## config.mk

```make
export PLATFORM = sky130hd
export DESIGN_NAME = hhs_hold_ctrl
export DESIGN_NICKNAME = d
export VERILOG_FILES = /design/src/design/hhs_pkg.sv /design/src/design/hhs_hold_ctrl.sv
export VERILOG_INCLUDE_DIRS = /design/src /design/src/design
export SDC_FILE = /design/constraint.sdc
export NUM_CORES = 1
export LEC_CHECK = 0
export BUFFER_PORTS_ARGS = -buffer_cell sky130_fd_sc_hd__buf_2
export CAP_MARGIN = 0
export CORE_MARGIN = 2
export CORE_UTILIZATION = 49
export DETAILED_ROUTE_END_ITERATION = 7
export GPL_ROUTABILITY_DRIVEN = 0
export PLACE_DENSITY = 0.72
export SLEW_MARGIN = 20
export SYNTH_ARGS = -nofsm -noshare
export SYNTH_HDL_FRONTEND = slang
export SYNTH_SLANG_ARGS = --single-unit
```

## constraint.sdc

```tcl
create_clock -name clk_i -period 1.5 [get_ports clk_i]
set_input_delay 0.15 -clock clk_i [delete_from_list [all_inputs] [get_ports clk_i]]
set_output_delay 0.15 -clock clk_i [all_outputs]
set_load 0.01 [all_outputs]
```

## src/design/hhs_defs.svh

```systemverilog
// Processor reset timing counts and counter width for the hold and strobe block
`ifndef HHS_DEFS_SVH
`define HHS_DEFS_SVH
`define HHS_RST_DELAY_CYC 4'h3
`define HHS_RST_HOLD_CYC 5'h10
`define HHS_RST_CNT_W 5
`endif

```

## src/design/hhs_pkg.sv

```systemverilog
// Types for the hold and strobe block
package hhs_pkg;
    typedef struct packed {
        logic processor_hold_request_out;
        logic grant_to_master_out;
    } hhs_hold_t;
    typedef enum logic [2:0] {
        HHS_RS_IDLE = 3'b001,
        HHS_RS_WAIT = 3'b010,
        HHS_RS_ACT = 3'b100
    } hhs_rst_state_t;
endpackage

```

## src/design/hhs_hold_ctrl.sv

```systemverilog
// Hold handshake, processor reset and peripheral strobes
`timescale 1ns/1ps
`include "hhs_defs.svh"
module hhs_hold_ctrl (
    // Clock and reset
    input wire logic clk_i,
    input wire logic nrst_i,
    // Alternate masters and processor
    input wire logic master_bus_request_in_i,
    input wire logic ext_master_active_n_i,
    input wire logic processor_grant_in_i,
    output hhs_pkg::hhs_hold_t hold_o,
    // Refresh
    input wire logic refresh_cycle_n_i,
    output logic refresh_start_o,
    // Keyboard reset
    input wire logic keyboard_reset_in_n_i,
    output logic processor_reset_out_o,
    // Interrupt acknowledge and steering
    input wire logic irq_ack_cycle_i,
    output logic irq_acknowledge_n_o,
    output logic periph_to_sys_data_en_o,
    // Speaker
    input wire logic speaker_enable_i,
    input wire logic timer_tone_i,
    output logic speaker_gate_out_o
);
    logic [2:0] req_sync_reg;
    logic [2:0] mst_sync_reg;
    logic [2:0] gnt_sync_reg;
    logic [2:0] kbr_sync_reg;
    logic [2:0] ref_sync_reg;
    logic req_lvl_reg;
    logic mst_lvl_reg;
    logic gnt_lvl_reg;
    logic kbr_lvl_reg;
    logic ref_lvl_reg;
    logic hold_req_reg;
    logic hold_ack_reg;
    logic ref_start_reg;
    logic ref_prev_reg;
    logic rst_out_reg;
    logic inta_n_reg;
    logic steer_reg;
    logic spk_reg;
    logic [`HHS_RST_CNT_W-1:0] rst_cnt_reg;
    hhs_pkg::hhs_rst_state_t rst_state_reg;

    // Three-stage synchronisers; level changes once stages 2 and 3 agree
    always_ff @(posedge clk_i) begin
        if (!nrst_i) begin
            req_sync_reg <= 3'h0;
            mst_sync_reg <= 3'h7;
            gnt_sync_reg <= 3'h0;
            kbr_sync_reg <= 3'h7;
            ref_sync_reg <= 3'h7;
        end else begin
            req_sync_reg <= {req_sync_reg[1:0], master_bus_request_in_i};
            mst_sync_reg <= {mst_sync_reg[1:0], ext_master_active_n_i};
            gnt_sync_reg <= {gnt_sync_reg[1:0], processor_grant_in_i};
            kbr_sync_reg <= {kbr_sync_reg[1:0], keyboard_reset_in_n_i};
            ref_sync_reg <= {ref_sync_reg[1:0], refresh_cycle_n_i};
        end
    end

    always_ff @(posedge clk_i) begin
        if (!nrst_i) begin
            req_lvl_reg <= 1'b0;
            mst_lvl_reg <= 1'b1;
            gnt_lvl_reg <= 1'b0;
            kbr_lvl_reg <= 1'b1;
            ref_lvl_reg <= 1'b1;
        end else begin
            if (req_sync_reg[1] == req_sync_reg[2]) begin
                req_lvl_reg <= req_sync_reg[2];
            end
            if (mst_sync_reg[1] == mst_sync_reg[2]) begin
                mst_lvl_reg <= mst_sync_reg[2];
            end
            if (gnt_sync_reg[1] == gnt_sync_reg[2]) begin
                gnt_lvl_reg <= gnt_sync_reg[2];
            end
            if (kbr_sync_reg[1] == kbr_sync_reg[2]) begin
                kbr_lvl_reg <= kbr_sync_reg[2];
            end
            if (ref_sync_reg[1] == ref_sync_reg[2]) begin
                ref_lvl_reg <= ref_sync_reg[2];
            end
        end
    end

    always_ff @(posedge clk_i) begin
        if (!nrst_i) begin
            hold_req_reg <= 1'b0;
        end else begin
            hold_req_reg <= req_lvl_reg | ~mst_lvl_reg;
        end
    end

    // Acknowledge follows synced grant while requested
    always_ff @(posedge clk_i) begin
        if (!nrst_i) begin
            hold_ack_reg <= 1'b0;
        end else begin
            hold_ack_reg <= gnt_lvl_reg & hold_req_reg;
        end
    end

    assign hold_o.processor_hold_request_out = hold_req_reg;
    assign hold_o.grant_to_master_out = hold_ack_reg;

    // Refresh start on falling refresh during acknowledge
    always_ff @(posedge clk_i) begin
        if (!nrst_i) begin
            ref_prev_reg <= 1'b1;
            ref_start_reg <= 1'b0;
        end else begin
            ref_prev_reg <= ref_lvl_reg;
            ref_start_reg <= ref_prev_reg & ~ref_lvl_reg & hold_ack_reg;
        end
    end
    assign refresh_start_o = ref_start_reg;

    always_ff @(posedge clk_i) begin
        if (!nrst_i) begin
            rst_state_reg <= hhs_pkg::HHS_RS_IDLE;
            rst_cnt_reg <= '0;
            rst_out_reg <= 1'b0;
        end else begin
            case (rst_state_reg)
                hhs_pkg::HHS_RS_IDLE: begin
                    rst_out_reg <= 1'b0;
                    rst_cnt_reg <= '0;
                    if (!kbr_lvl_reg) begin
                        rst_state_reg <= hhs_pkg::HHS_RS_WAIT;
                    end
                end
                hhs_pkg::HHS_RS_WAIT: begin
                    rst_cnt_reg <= rst_cnt_reg + 1'b1;
                    if (rst_cnt_reg ==
                        `HHS_RST_CNT_W'(`HHS_RST_DELAY_CYC - 4'h1)) begin
                        rst_state_reg <= hhs_pkg::HHS_RS_ACT;
                        rst_out_reg <= 1'b1;
                        rst_cnt_reg <= '0;
                    end
                end
                hhs_pkg::HHS_RS_ACT: begin
                    rst_cnt_reg <= rst_cnt_reg + 1'b1;
                    if (!kbr_lvl_reg) begin
                        rst_cnt_reg <= '0;
                    end else if (rst_cnt_reg ==
                        `HHS_RST_HOLD_CYC - 5'h1) begin
                        rst_out_reg <= 1'b0;
                        rst_state_reg <= hhs_pkg::HHS_RS_IDLE;
                    end
                end
                default: begin
                    rst_state_reg <= hhs_pkg::HHS_RS_IDLE;
                    rst_out_reg <= 1'b0;
                end
            endcase
        end
    end
    assign processor_reset_out_o = rst_out_reg;

    always_ff @(posedge clk_i) begin
        if (!nrst_i) begin
            inta_n_reg <= 1'b1;
            steer_reg <= 1'b0;
        end else begin
            inta_n_reg <= ~irq_ack_cycle_i;
            steer_reg <= irq_ack_cycle_i;
        end
    end
    assign irq_acknowledge_n_o = inta_n_reg;
    assign periph_to_sys_data_en_o = steer_reg;

    always_ff @(posedge clk_i) begin
        if (!nrst_i) begin
            spk_reg <= 1'b0;
        end else begin
            spk_reg <= speaker_enable_i & timer_tone_i;
        end
    end
    assign speaker_gate_out_o = spk_reg;
endmodule

```

## After elaboration in Yosys (flattened, before gate mapping)

Index checks and enable logic that the tools add are counted.

| cells by class | value |
|---|---|
| $add $sub $neg | 1 |
| bitwise operators | 8 |
| reductions and logical operators | 3 |
| eq/ne operators | 14 |
| muxes and demuxes | 12 |

Operators by type and width:

| kind | number |
|---|---|
| 5-bit one-hot mux with 3 select lines | 1 |
| 3-bit 2-to-1 mux | 4 |
| 5-bit 2-to-1 mux | 2 |
| 3-bit one-hot mux with 3 select lines | 1 |
| 2-bit != test, second input constant | 4 |
| 5-bit by 1-bit adder with 5-bit output, second input constant | 1 |
| 1-bit == test | 5 |
| 5-bit by 2-bit == test with 1-bit output, second input constant | 1 |
| 5-bit by 4-bit == test with 1-bit output, second input constant | 1 |
| 1-bit bitwise AND | 4 |
| 4-bit AND reduction | 1 |
| 3-bit by 1-bit == test with 1-bit output, second input constant | 1 |
| 3-bit by 2-bit == test with 1-bit output, second input constant | 1 |
| 3-bit == test, second input constant | 1 |
| 1-bit 2-to-1 mux | 3 |
| 1-bit inverter | 3 |
| 3-bit AND reduction | 1 |
| 3-bit nonzero test | 1 |
| 1-bit one-hot mux with 2 select lines | 1 |
| 1-bit bitwise OR | 1 |

| word-level totals | value |
|---|---|
| flip-flop bits (word level) | 36 |
| logic and storage cells | 58 |
| bits of input ports | 10 |
| output and inout bits | 7 |

## Depth between registers and ports, before layout

Gate-level depths: netlist of run 1.

| logic depth | value |
|---|---|
| word-level depth | 4 |
| mapped depth | 6 |
| gate-level depth less buffers | 6 |

## Least setup slack after synthesis of run 1

OpenSTA, ideal clock, no wires.

| path | value |
|---|---|
| path type | flip-flop to flip-flop |
| start | register rst_cnt_reg[0] |
| end | register rst_cnt_reg[1] |
| arrival | 1,390 ps |
| buffers on the path | 0 |
| clock period less this slack | 1,505 ps |
| setup slack | -5 ps |
| required time | 1,385 ps |
| setup time | 115 ps |
| cell stages (with the launch flop) | 7 |
| cells stage by stage | dfxtp_1 > inv_1 > ha_1 > or4b_4 > a21oi_4 > o2bb2ai_1 > and2_1 |

| on the way | value |
|---|---|
| word-level cells in the longest chain between the ends | 3 |
| elaborated cells on any way between the ends | 5 |
| classes of those cells | add/sub (1); eq/ne (1); mux (3) |

RTL lines:

| item | line | source |
|---|---|---|
| start: declaration | hhs_hold_ctrl.sv:46 | `` logic [`HHS_RST_CNT_W-1:0] rst_cnt_reg; `` |
| start signal: assignment | hhs_hold_ctrl.sv:139 | `rst_cnt_reg <= rst_cnt_reg + 1'b1;` |
| start signal: assignment | hhs_hold_ctrl.sv:148 | `rst_cnt_reg <= rst_cnt_reg + 1'b1;` |
| 5-bit by 1-bit adder with 5-bit output / 5-bit by 2-bit == test with 1-bit output (equally long branches) | hhs_hold_ctrl.sv:139, hhs_hold_ctrl.sv:148, hhs_hold_ctrl.sv:140 |  |
| 5-bit 2-to-1 mux, on equally long branches | hhs_hold_ctrl.sv:149, hhs_hold_ctrl.sv:140 |  |
| 5-bit one-hot mux with 3 select lines * | hhs_hold_ctrl.sv:130 | `case (rst_state_reg)` |

Every way passes the cells marked *; elsewhere a longest branch is shown, timed or not.
A chain may end at the register's enable or synchronous reset.

## Final worst setup path of run 1

| path | value |
|---|---|
| start | register rst_cnt_reg[0] |
| end | register rst_cnt_reg[0] |

Same word-level chain as after synthesis.

==> Flow_metrics.wiki, run 1 <==
{| class="wikitable"
! Metric !! Value
|-
| Number of buffers inserted by port buffering || 16
|-
| Critical path type || reg -> reg
|-
| Count of pins over their slew limit || 0
|-
| Part of the total power dissipated in combinational logic || 0.029
|-
| DRT iter0 DRCs || 9
|-
| Via count of the first global-routing pass || 849
|-
| Transition time at the pin with the least slew margin || 0.488 ns
|-
| Starting density of the core || 0.519
|-
| H-tree lvl count || 2
|-
| CTS buffer count || 5
|-
| Post-route setup slack || -0.0306 ns
|-
| Number of flops mapped to enable cells by yosys || 0
|-
| CTS sink cnt || 36
|-
| Die span in x || 55.5 um
|-
| Slew margin rel. || 0.670
|-
| Wire per inst || 11.2 um
|-
| Residual DRC count || 0
|-
| Type of the most critical hold path || in -> reg
|-
| Share of synthesized area occupied by flip-flops and latches || 0.555
|-
| Cells on Worst Hold Path || 2
|-
| Fraction of power consumed by sequential logic || 0.586
|-
| Wire length on met2 || 950 um
|-
| Most used flip-flop cell after synthesis || dfxtp_1
|-
| Core region area || 0.00250 mm^2
|-
| Met1 layer wirelength in the final routing || 935 um
|-
| Clk Latency, worst-skew pair || 0.32 ns
|-
| Vias || 881
|-
| Crit-path cells || inv_2 -> ha_4 -> or4b_4 -> a21oi_4 -> o21bai_1 -> and3b_1
|-
| Number of nets with antenna violations after routing || 0
|-
| Mapped Nets || 137
|-
| Worst-path clk slew || 0.10 ns
|-
| Count of fill cells added during filler insertion || 217
|-
| TritonCTS clock tree || done
|-
| Post-route non-filler standard cell count || 178
|-
| Min-Delay Startpoint || processor_grant_in_i
|-
| Avg Synthesized Cell Area || 10.5 um^2
|-
| Static Leakage || 0.618 nW
|-
| Top Metal Used || met4
|-
| Kind of end point of the critical path || register
|-
| Timing-limited maximum frequency || 653 MHz
|-
| VDD IR max || 0.781 mV
|-
| Synthesis-to-layout area growth || 18.3%
|-
| Global route total overflow || 0
|-
| Pwr per Cell Area || 1090 mW/mm^2
|-
| Reg2reg setup slack || -0.03 ns
|-
| Worst hold path endpoint || gnt_sync_reg[0]$_SDFF_PN0_
|-
| Data arrival time of the worst path || 1.75 ns
|-
| Internal power || 1.35 mW
|-
| Number of vias per cell after detailed routing || 4.95
|-
| First-pass iteration count of the detailed router || 4
|-
| Std-Cell Rows || 18
|-
| Final-layout setup total negative slack || -0.0776 ns
|-
| Violated checks || negative setup slack
|-
| Diode count || 0
|-
| Crit-path max FO || 5
|-
| Critical path required time || 1.72 ns
|-
| Result of the run || complete, but fails checks
|-
| Aggregate global-route resource usage || 0.147
|-
| Total count of hold-check failures in the final report || 0
|-
| Period utilization || 1.02
|-
| Total non-filler cell area in the finished layout || 0.00154 mm^2
|-
| Post-synthesis sequential element count || 36
|-
| Number of library cell types mapped by synthesis || 33
|-
| Clock power frac || 0.384
|-
| Worst hold-check slack || 0.0259 ns
|-
| CP max-delay cell || or4b_4
|-
| Final #Nets || 160
|-
| Largest register FFs || 5
|-
| Most common cell after layout, fill and taps aside || dfxtp_1
|-
| Cell family contributing the most delay on the critical path || simple AND/OR/NAND/NOR gates
|-
| Worst reg2reg path depth || 6
|-
| Number of antenna violations at the first check in global routing || 0
|-
| Most used cells in the layout excluding fill and tap cells || 34 x dfxtp_1, 16 x buf_2, 11 x nand2b_1, 10 x and2_1, 7 x o21ai_0
|-
| Die area || 0.00308 mm^2
|-
| Async set or reset register ratio after synthesis || 0
|-
| Global-route wire length before repair || 3460 um
|-
| Count of buffering cells on the critical path with inverters included || 1
|-
| Switching Share || 0.193
|-
| Critical R2R Launch || rst_cnt_reg[0]$_SDFFE_PN0P_
|-
| Placed inst area || 0.00139 mm^2
|-
| Largest net degree at the start of global routing || 35
|-
| Power dissipated by switching net loads || 0.323 mW
|-
| Time the worst path needs with I/O delays and setup || 1.53 ns
|-
| Fraction of final layout cells with drive strength greater than 1 || 0.264
|-
| Unrepaired setup endpoints after global routing || yes
|-
| Post-placement cell count || 166
|-
| Total setup violations reported at the end of the flow || 4
|-
| Clk_skew || 0.00504 ns
|-
| Clock Path Buffers || 2
|-
| Post-synthesis instance area || 0.00130 mm^2
|-
| Number of top-level design ports || 17
|-
| Yosys warning total || 0
|-
| Critical Path Start Type || register
|-
| Total length of routed wires || 1990 um
|-
| Detailed-placement wirelength estimate || 1260 um
|-
| Worst reg2reg endpoint || rst_cnt_reg[0]$_SDFFE_PN0P_
|-
| Clk Tree Root Cell || clkbuf_4
|-
| Die Y || 55.5 um
|-
| Count of max-cap constraint violations || 0
|-
| Stage delay of the slowest cell on the critical path || 0.47 ns
|-
| Routed wire length on met3 || 71 um
|-
| Syn Inst Count || 124
|-
| Pwr Total || 1.67 mW
|}
## synthesized netlist by cell type (all sizes together), types with 4 or more instances
master,n,area share
nor2,5,0.014
o21ai,7,0.027
nand2,5,0.014
a21oi,8,0.040
nand2b,11,0.053
dfxtp,36,0.56
a21boi,4,0.023
and2,10,0.048
inv,5,0.014
## power by group through the flow
stage | clock network [mW] | registers [mW] | logic [mW]
floorplan | 0 | 1.01 | 0.0237
global placement | 0 | 1.00 | 0.0426
detailed placement | 0 | 1.01 | 0.0442
CTS | 0.671 | 0.982 | 0.0501
global route | 0.703 | 0.984 | 0.0555
finish | 0.644 | 0.981 | 0.0494
## cell type report
cell class                      count  area [um^2]  area share
Inverter                            5         18.8      0.0122
Sequential cell                    36          726       0.473
Clock inverter                      2         35.0      0.0228
Clock buffer                        6         41.3      0.0269
Timing Repair Buffer               22          133      0.0864
Multi-Input combinational cell     77          544       0.355
Tap cell                           30         37.5      0.0244
## metal layers
layer | vias to the layer above | GRT usage
met4 | 0 | 0.0941
met5 | - | 0
met3 | 4 | 0.0492
met1 | 402 | 0.160
li1 | 462 | -
met2 | 13 | 0.241
## through the flow
stage	utilization	setup slack, ns
2_1_floorplan	-	0.0206
3_5_place_dp	0.557	-0.107
3_3_place_gp	0.557	-0.0593
5_1_grt	0.614	-0.109
6_report	0.614	-0.0306
4_1_cts	0.612	-0.0726
## cells by family after synthesis
logic type / after synthesis / share of synthesized area
buffers and inverters: 11 / 0.0434
XOR/XNOR: 2 / 0.0135
AO/OA/AOI/OAI: 28 / 0.146
AND/OR/NAND/NOR: 44 / 0.213
flip-flops: 36 / 0.555
adder cells (fa/ha/maj): 3 / 0.0289
## worst max path at each step
stage	startpoint	endpoint	slack [ns]	cells past startpoint
after global placement	rst_cnt_reg[1]$_SDFFE_PN0P_	rst_cnt_reg[4]$_SDFFE_PN0P_	-0.06	5
after floorplan	rst_cnt_reg[0]$_SDFFE_PN0P_	rst_cnt_reg[1]$_SDFFE_PN0P_	0.02	6
after global routing	rst_cnt_reg[0]$_SDFFE_PN0P_	rst_cnt_reg[1]$_SDFFE_PN0P_	-0.11	6
after detailed placement	rst_cnt_reg[1]$_SDFFE_PN0P_	rst_cnt_reg[1]$_SDFFE_PN0P_	-0.11	5
final	rst_cnt_reg[0]$_SDFFE_PN0P_	rst_cnt_reg[0]$_SDFFE_PN0P_	-0.03	6
after CTS	rst_cnt_reg[0]$_SDFFE_PN0P_	rst_cnt_reg[0]$_SDFFE_PN0P_	-0.07	6
## repair_timing
action	CTS	global route
resized for setup	7	3
setup buffers	1	0
hold buffers	3	0
setup endpoints to repair	8	8
hold endpoints to repair	3	0
pin swaps	6	5
No activity file was read; power rests on OpenSTA's default activity.
==> run 2, diff against run 1 <==
--- a/config.mk
+++ b/config.mk
@@ -6,6 +6,7 @@
 export SDC_FILE = /design/constraint.sdc
 export NUM_CORES = 1
 export LEC_CHECK = 0
+export ABC_AREA = 1
 export BUFFER_PORTS_ARGS = -buffer_cell sky130_fd_sc_hd__buf_2
 export CAP_MARGIN = 0
 export CORE_MARGIN = 2
@@ -13,6 +14,7 @@
 export DETAILED_ROUTE_END_ITERATION = 7
 export GPL_ROUTABILITY_DRIVEN = 0
 export PLACE_DENSITY = 0.72
+export SETUP_SLACK_MARGIN = 0.4
 export SLEW_MARGIN = 20
 export SYNTH_ARGS = -nofsm -noshare
 export SYNTH_HDL_FRONTEND = slang
==> run 2 against run 1 <==
  * The run now ends clean
  * Flip-flop and latch count unchanged
  * Via count increased by 14%
  * Setup slack improved by 0.22 ns
  * Final cell count increased by 19%
  * Clock skew increased by 0.0036 ns
  * Fmax increased by 17%
  * Core utilization increased by 6.9 points
  * Critical endpoint is now rst_state_reg[0]$_SDFFE_PN1P_
==> Flow_metrics.wiki, run 2 <==
{| class="wikitable"
! Metric !! Value
|-
| Result of the run || complete, no violations
|-
| Largest register FFs || 5
|-
| Most used cells in the layout excluding fill and tap cells || 30 x dfxtp_1, 24 x nand2_1, 16 x inv_1, 16 x buf_2, 11 x nor2_1
|-
| Global route total overflow || 0
|-
| Fraction of final layout cells with drive strength greater than 1 || 0.381
|-
| Combinational family with the most area after synthesis || simple AND/OR/NAND/NOR gates
|-
| Residual DRC count || 0
|-
| Clk_skew || 0.00863 ns
|-
| Count of max-cap constraint violations || 0
|-
| Largest net degree at the start of global routing || 19
|-
| Clock Path Buffers || 2
|-
| Critical path type || reg -> reg
|-
| Post-placement cell count || 192
|-
| Syn Inst Count || 150
|-
| CP max-delay cell || dfxtp_4
|-
| DRT iter0 DRCs || 12
|-
| Die span in x || 55.9 um
|-
| Unrepaired setup endpoints after global routing || yes
|-
| Synthesis-to-layout area growth || 30.7%
|-
| Number of flops mapped to enable cells by yosys || 0
|-
| Total length of routed wires || 2440 um
|-
| Cell family contributing the most delay on the critical path || flip-flops
|-
| Post-route setup slack || 0.192 ns
|-
| Slew margin rel. || 0.805
|-
| Clk Tree Root Cell || clkbuf_4
|-
| H-tree lvl count || 2
|-
| Cell with the most instances after synthesis || dfxtp_1
|-
| Stage delay of the slowest cell on the critical path || 0.39 ns
|-
| Worst-path clk slew || 0.11 ns
|-
| First-pass iteration count of the detailed router || 4
|-
| Type of the most critical hold path || in -> reg
|-
| Critical Path Start Type || register
|-
| Most common cell after layout, fill and taps aside || dfxtp_1
|-
| Starting density of the core || 0.523
|-
| Number of antenna violations at the first check in global routing || 0
|-
| Avg Synthesized Cell Area || 8.79 um^2
|-
| Final #Nets || 193
|-
| Die area || 0.00312 mm^2
|-
| Via count of the first global-routing pass || 975
|-
| Share of synthesized area occupied by flip-flops and latches || 0.546
|-
| Static Leakage || 0.814 nW
|-
| Biggest area contributors in the synthesized netlist || dfxtp_1 55%, nand2_1 7.7%, inv_1 4.8%, nor2_1 3.7%, nand2_2 3.3%
|-
| Pwr per Cell Area || 921 mW/mm^2
|-
| Die Y || 55.9 um
|-
| Post-Place Worst Slack || 0.165 ns
|-
| Most used flip-flop cell after synthesis || dfxtp_1
|-
| Area share of fa/ha/maj cells after synthesis || 0.0361
|-
| Number of buffers inserted by port buffering || 16
|-
| Xor-xnor portion of the synthesized cell area || 0.00664
|-
| Number of nets with antenna violations after routing || 0
|-
| Clk Latency, worst-skew pair || 0.34 ns
|-
| Post-synthesis sequential element count || 36
|-
| Area share of the leading cell type in the synthesized netlist || 0.546
|-
| Post-route non-filler standard cell count || 211
|-
| Critical path required time || 1.75 ns
|-
| Complex-gate fraction of the synthesized area || 0.0882
|-
| Time the worst path needs with I/O delays and setup || 1.31 ns
|-
| Crit-path cells || ha_4 -> nand2_4 -> nor2_4 -> ha_4 -> nand2_4 -> nand3_4 -> nand2_2 -> o211ai_1
|-
| Crit-path max FO || 4
|-
| Async set or reset register ratio after synthesis || 0
|-
| Number of top-level design ports || 17
|-
| Number of library cell types mapped by synthesis || 24
|-
| Core region area || 0.00252 mm^2
|-
| Count of fill cells added during filler insertion || 227
|-
| Wire per inst || 11.6 um
|-
| Kind of end point of the critical path || register
|-
| TritonCTS clock tree || done
|-
| VDD IR max || 0.725 mV
|-
| Number of vias per cell after detailed routing || 4.74
|-
| Global-route wire length before repair || 4040 um
|-
| Detailed-placement wirelength estimate || 1470 um
|-
| Std-Cell Rows || 18
|-
| Total count of hold-check failures in the final report || 0
|-
| Count of buffering cells on the critical path with inverters included || 0
|-
| Register area || 731 um^2
|-
| Post-synthesis mux area share || 0
|-
| Yosys warning total || 0
|-
| Total setup violations reported at the end of the flow || 0
|-
| Timing-limited maximum frequency || 764 MHz
|-
| Aggregate global-route resource usage || 0.171
|-
| Vias || 1000
|-
| Mapped Nets || 163
|-
| Top cell type by total area after synthesis || dfxtp_1
|-
| Synth Area in Simple Gates || 0.243
|-
| CTS buffer count || 5
|-
| Final-layout setup total negative slack || 0 ns
|-
| Period utilization || 0.872
|-
| Area occupied by multi-input gates || 627 um^2
|-
| Synth cell count leaders || 36 x dfxtp_1, 27 x nand2_1, 17 x inv_1
|-
| Diode count || 0
|-
| Transition time at the pin with the least slew margin || 0.292 ns
|-
| CTS sink cnt || 36
|-
| Post-synthesis instance area || 0.00132 mm^2
|-
| Count of pins over their slew limit || 0
|-
| Data arrival time of the worst path || 1.56 ns
|}
-- run 2: worst min-delay path, cell delays in order --
cell and delay, ns:
buf_2 0.09, nand2_1 0.05, nor2_1 0.03
-- run 2: kinds of logic after synthesis --
kind of cell               after synthesis
AOI/OAI and AO/OA                       19
and+or+nand+nor                         65
adders and majority gates                4
buffers and inverters                   25
DFF                                     36
xor gates and xnor gates                 1
-- run 2: final timing paths --
| check | startpoint | to | cells after the start | slack (ns) |
|---|---|---|---|---|
| max | rst_cnt_reg[1]$_SDFFE_PN0P_ | rst_state_reg[0]$_SDFFE_PN1P_ | 8 | 0.19 |
| min | speaker_enable_i | speaker_gate_out_o$_SDFF_PN0_ | 3 | 0.01 |
| max reg2reg | rst_cnt_reg[1]$_SDFFE_PN0P_ | rst_state_reg[0]$_SDFFE_PN1P_ | 8 | 0.19 |
| min reg2reg | ref_prev_reg$_SDFF_PN1_ | refresh_start_o$_SDFF_PN0_ | 2 | 0.42 |
-- run 2: cell type report --
type | count | share of cell area
repair buffers | 28 | 0.111
inverters | 20 | 0.0435
clock buffers | 7 | 0.0319
flip-flops and latches | 36 | 0.424
multi-input cells | 89 | 0.364
well taps | 30 | 0.0218
clock inverters | 1 | 0.00435
-- run 2: metrics by stage --
stage	hold slack (ns)	total power, mW	util	instance area [um^2]
finish	0.0150	1.59	0.684	1720
floorplan	0.232	1.03	-	1330
detailed placement	0.338	1.06	0.565	1430
CTS	0.00312	1.60	0.642	1620
global placement	0.332	1.05	0.565	1430
global route	0.00512	1.66	0.684	1720
-- run 2: what timing repair did --
action,4_1_cts,5_1_grt
endpoints found under the hold margin,6,1
gates cloned,0,0
pin swaps,3,5
resized for setup,8,22
endpoints found under the setup margin,9,9
buffers inserted,3,1
hold buffers,6,1
-- run 2: where the power goes --
group          leakage, nW  internal, mW  switching, mW
Combinational        0.487        0.0348         0.0306
Clock               0.0315         0.229          0.313
Sequential           0.296         0.974        0.00714
Total                0.814          1.24          0.350
-- run 2: metal layers --
metal / share of wire / up-vias / track usage / wire length, um
met3: 0.047 / 7 / 0.0721 / 114
met1: 0.44 / 456 / 0.181 / 1080
met4: 0.017 / 0 / 0.0612 / 42
met2: 0.49 / 17 / 0.303 / 1210
met5: 0 / - / 0 / 0
li1: - / 520 / - / -
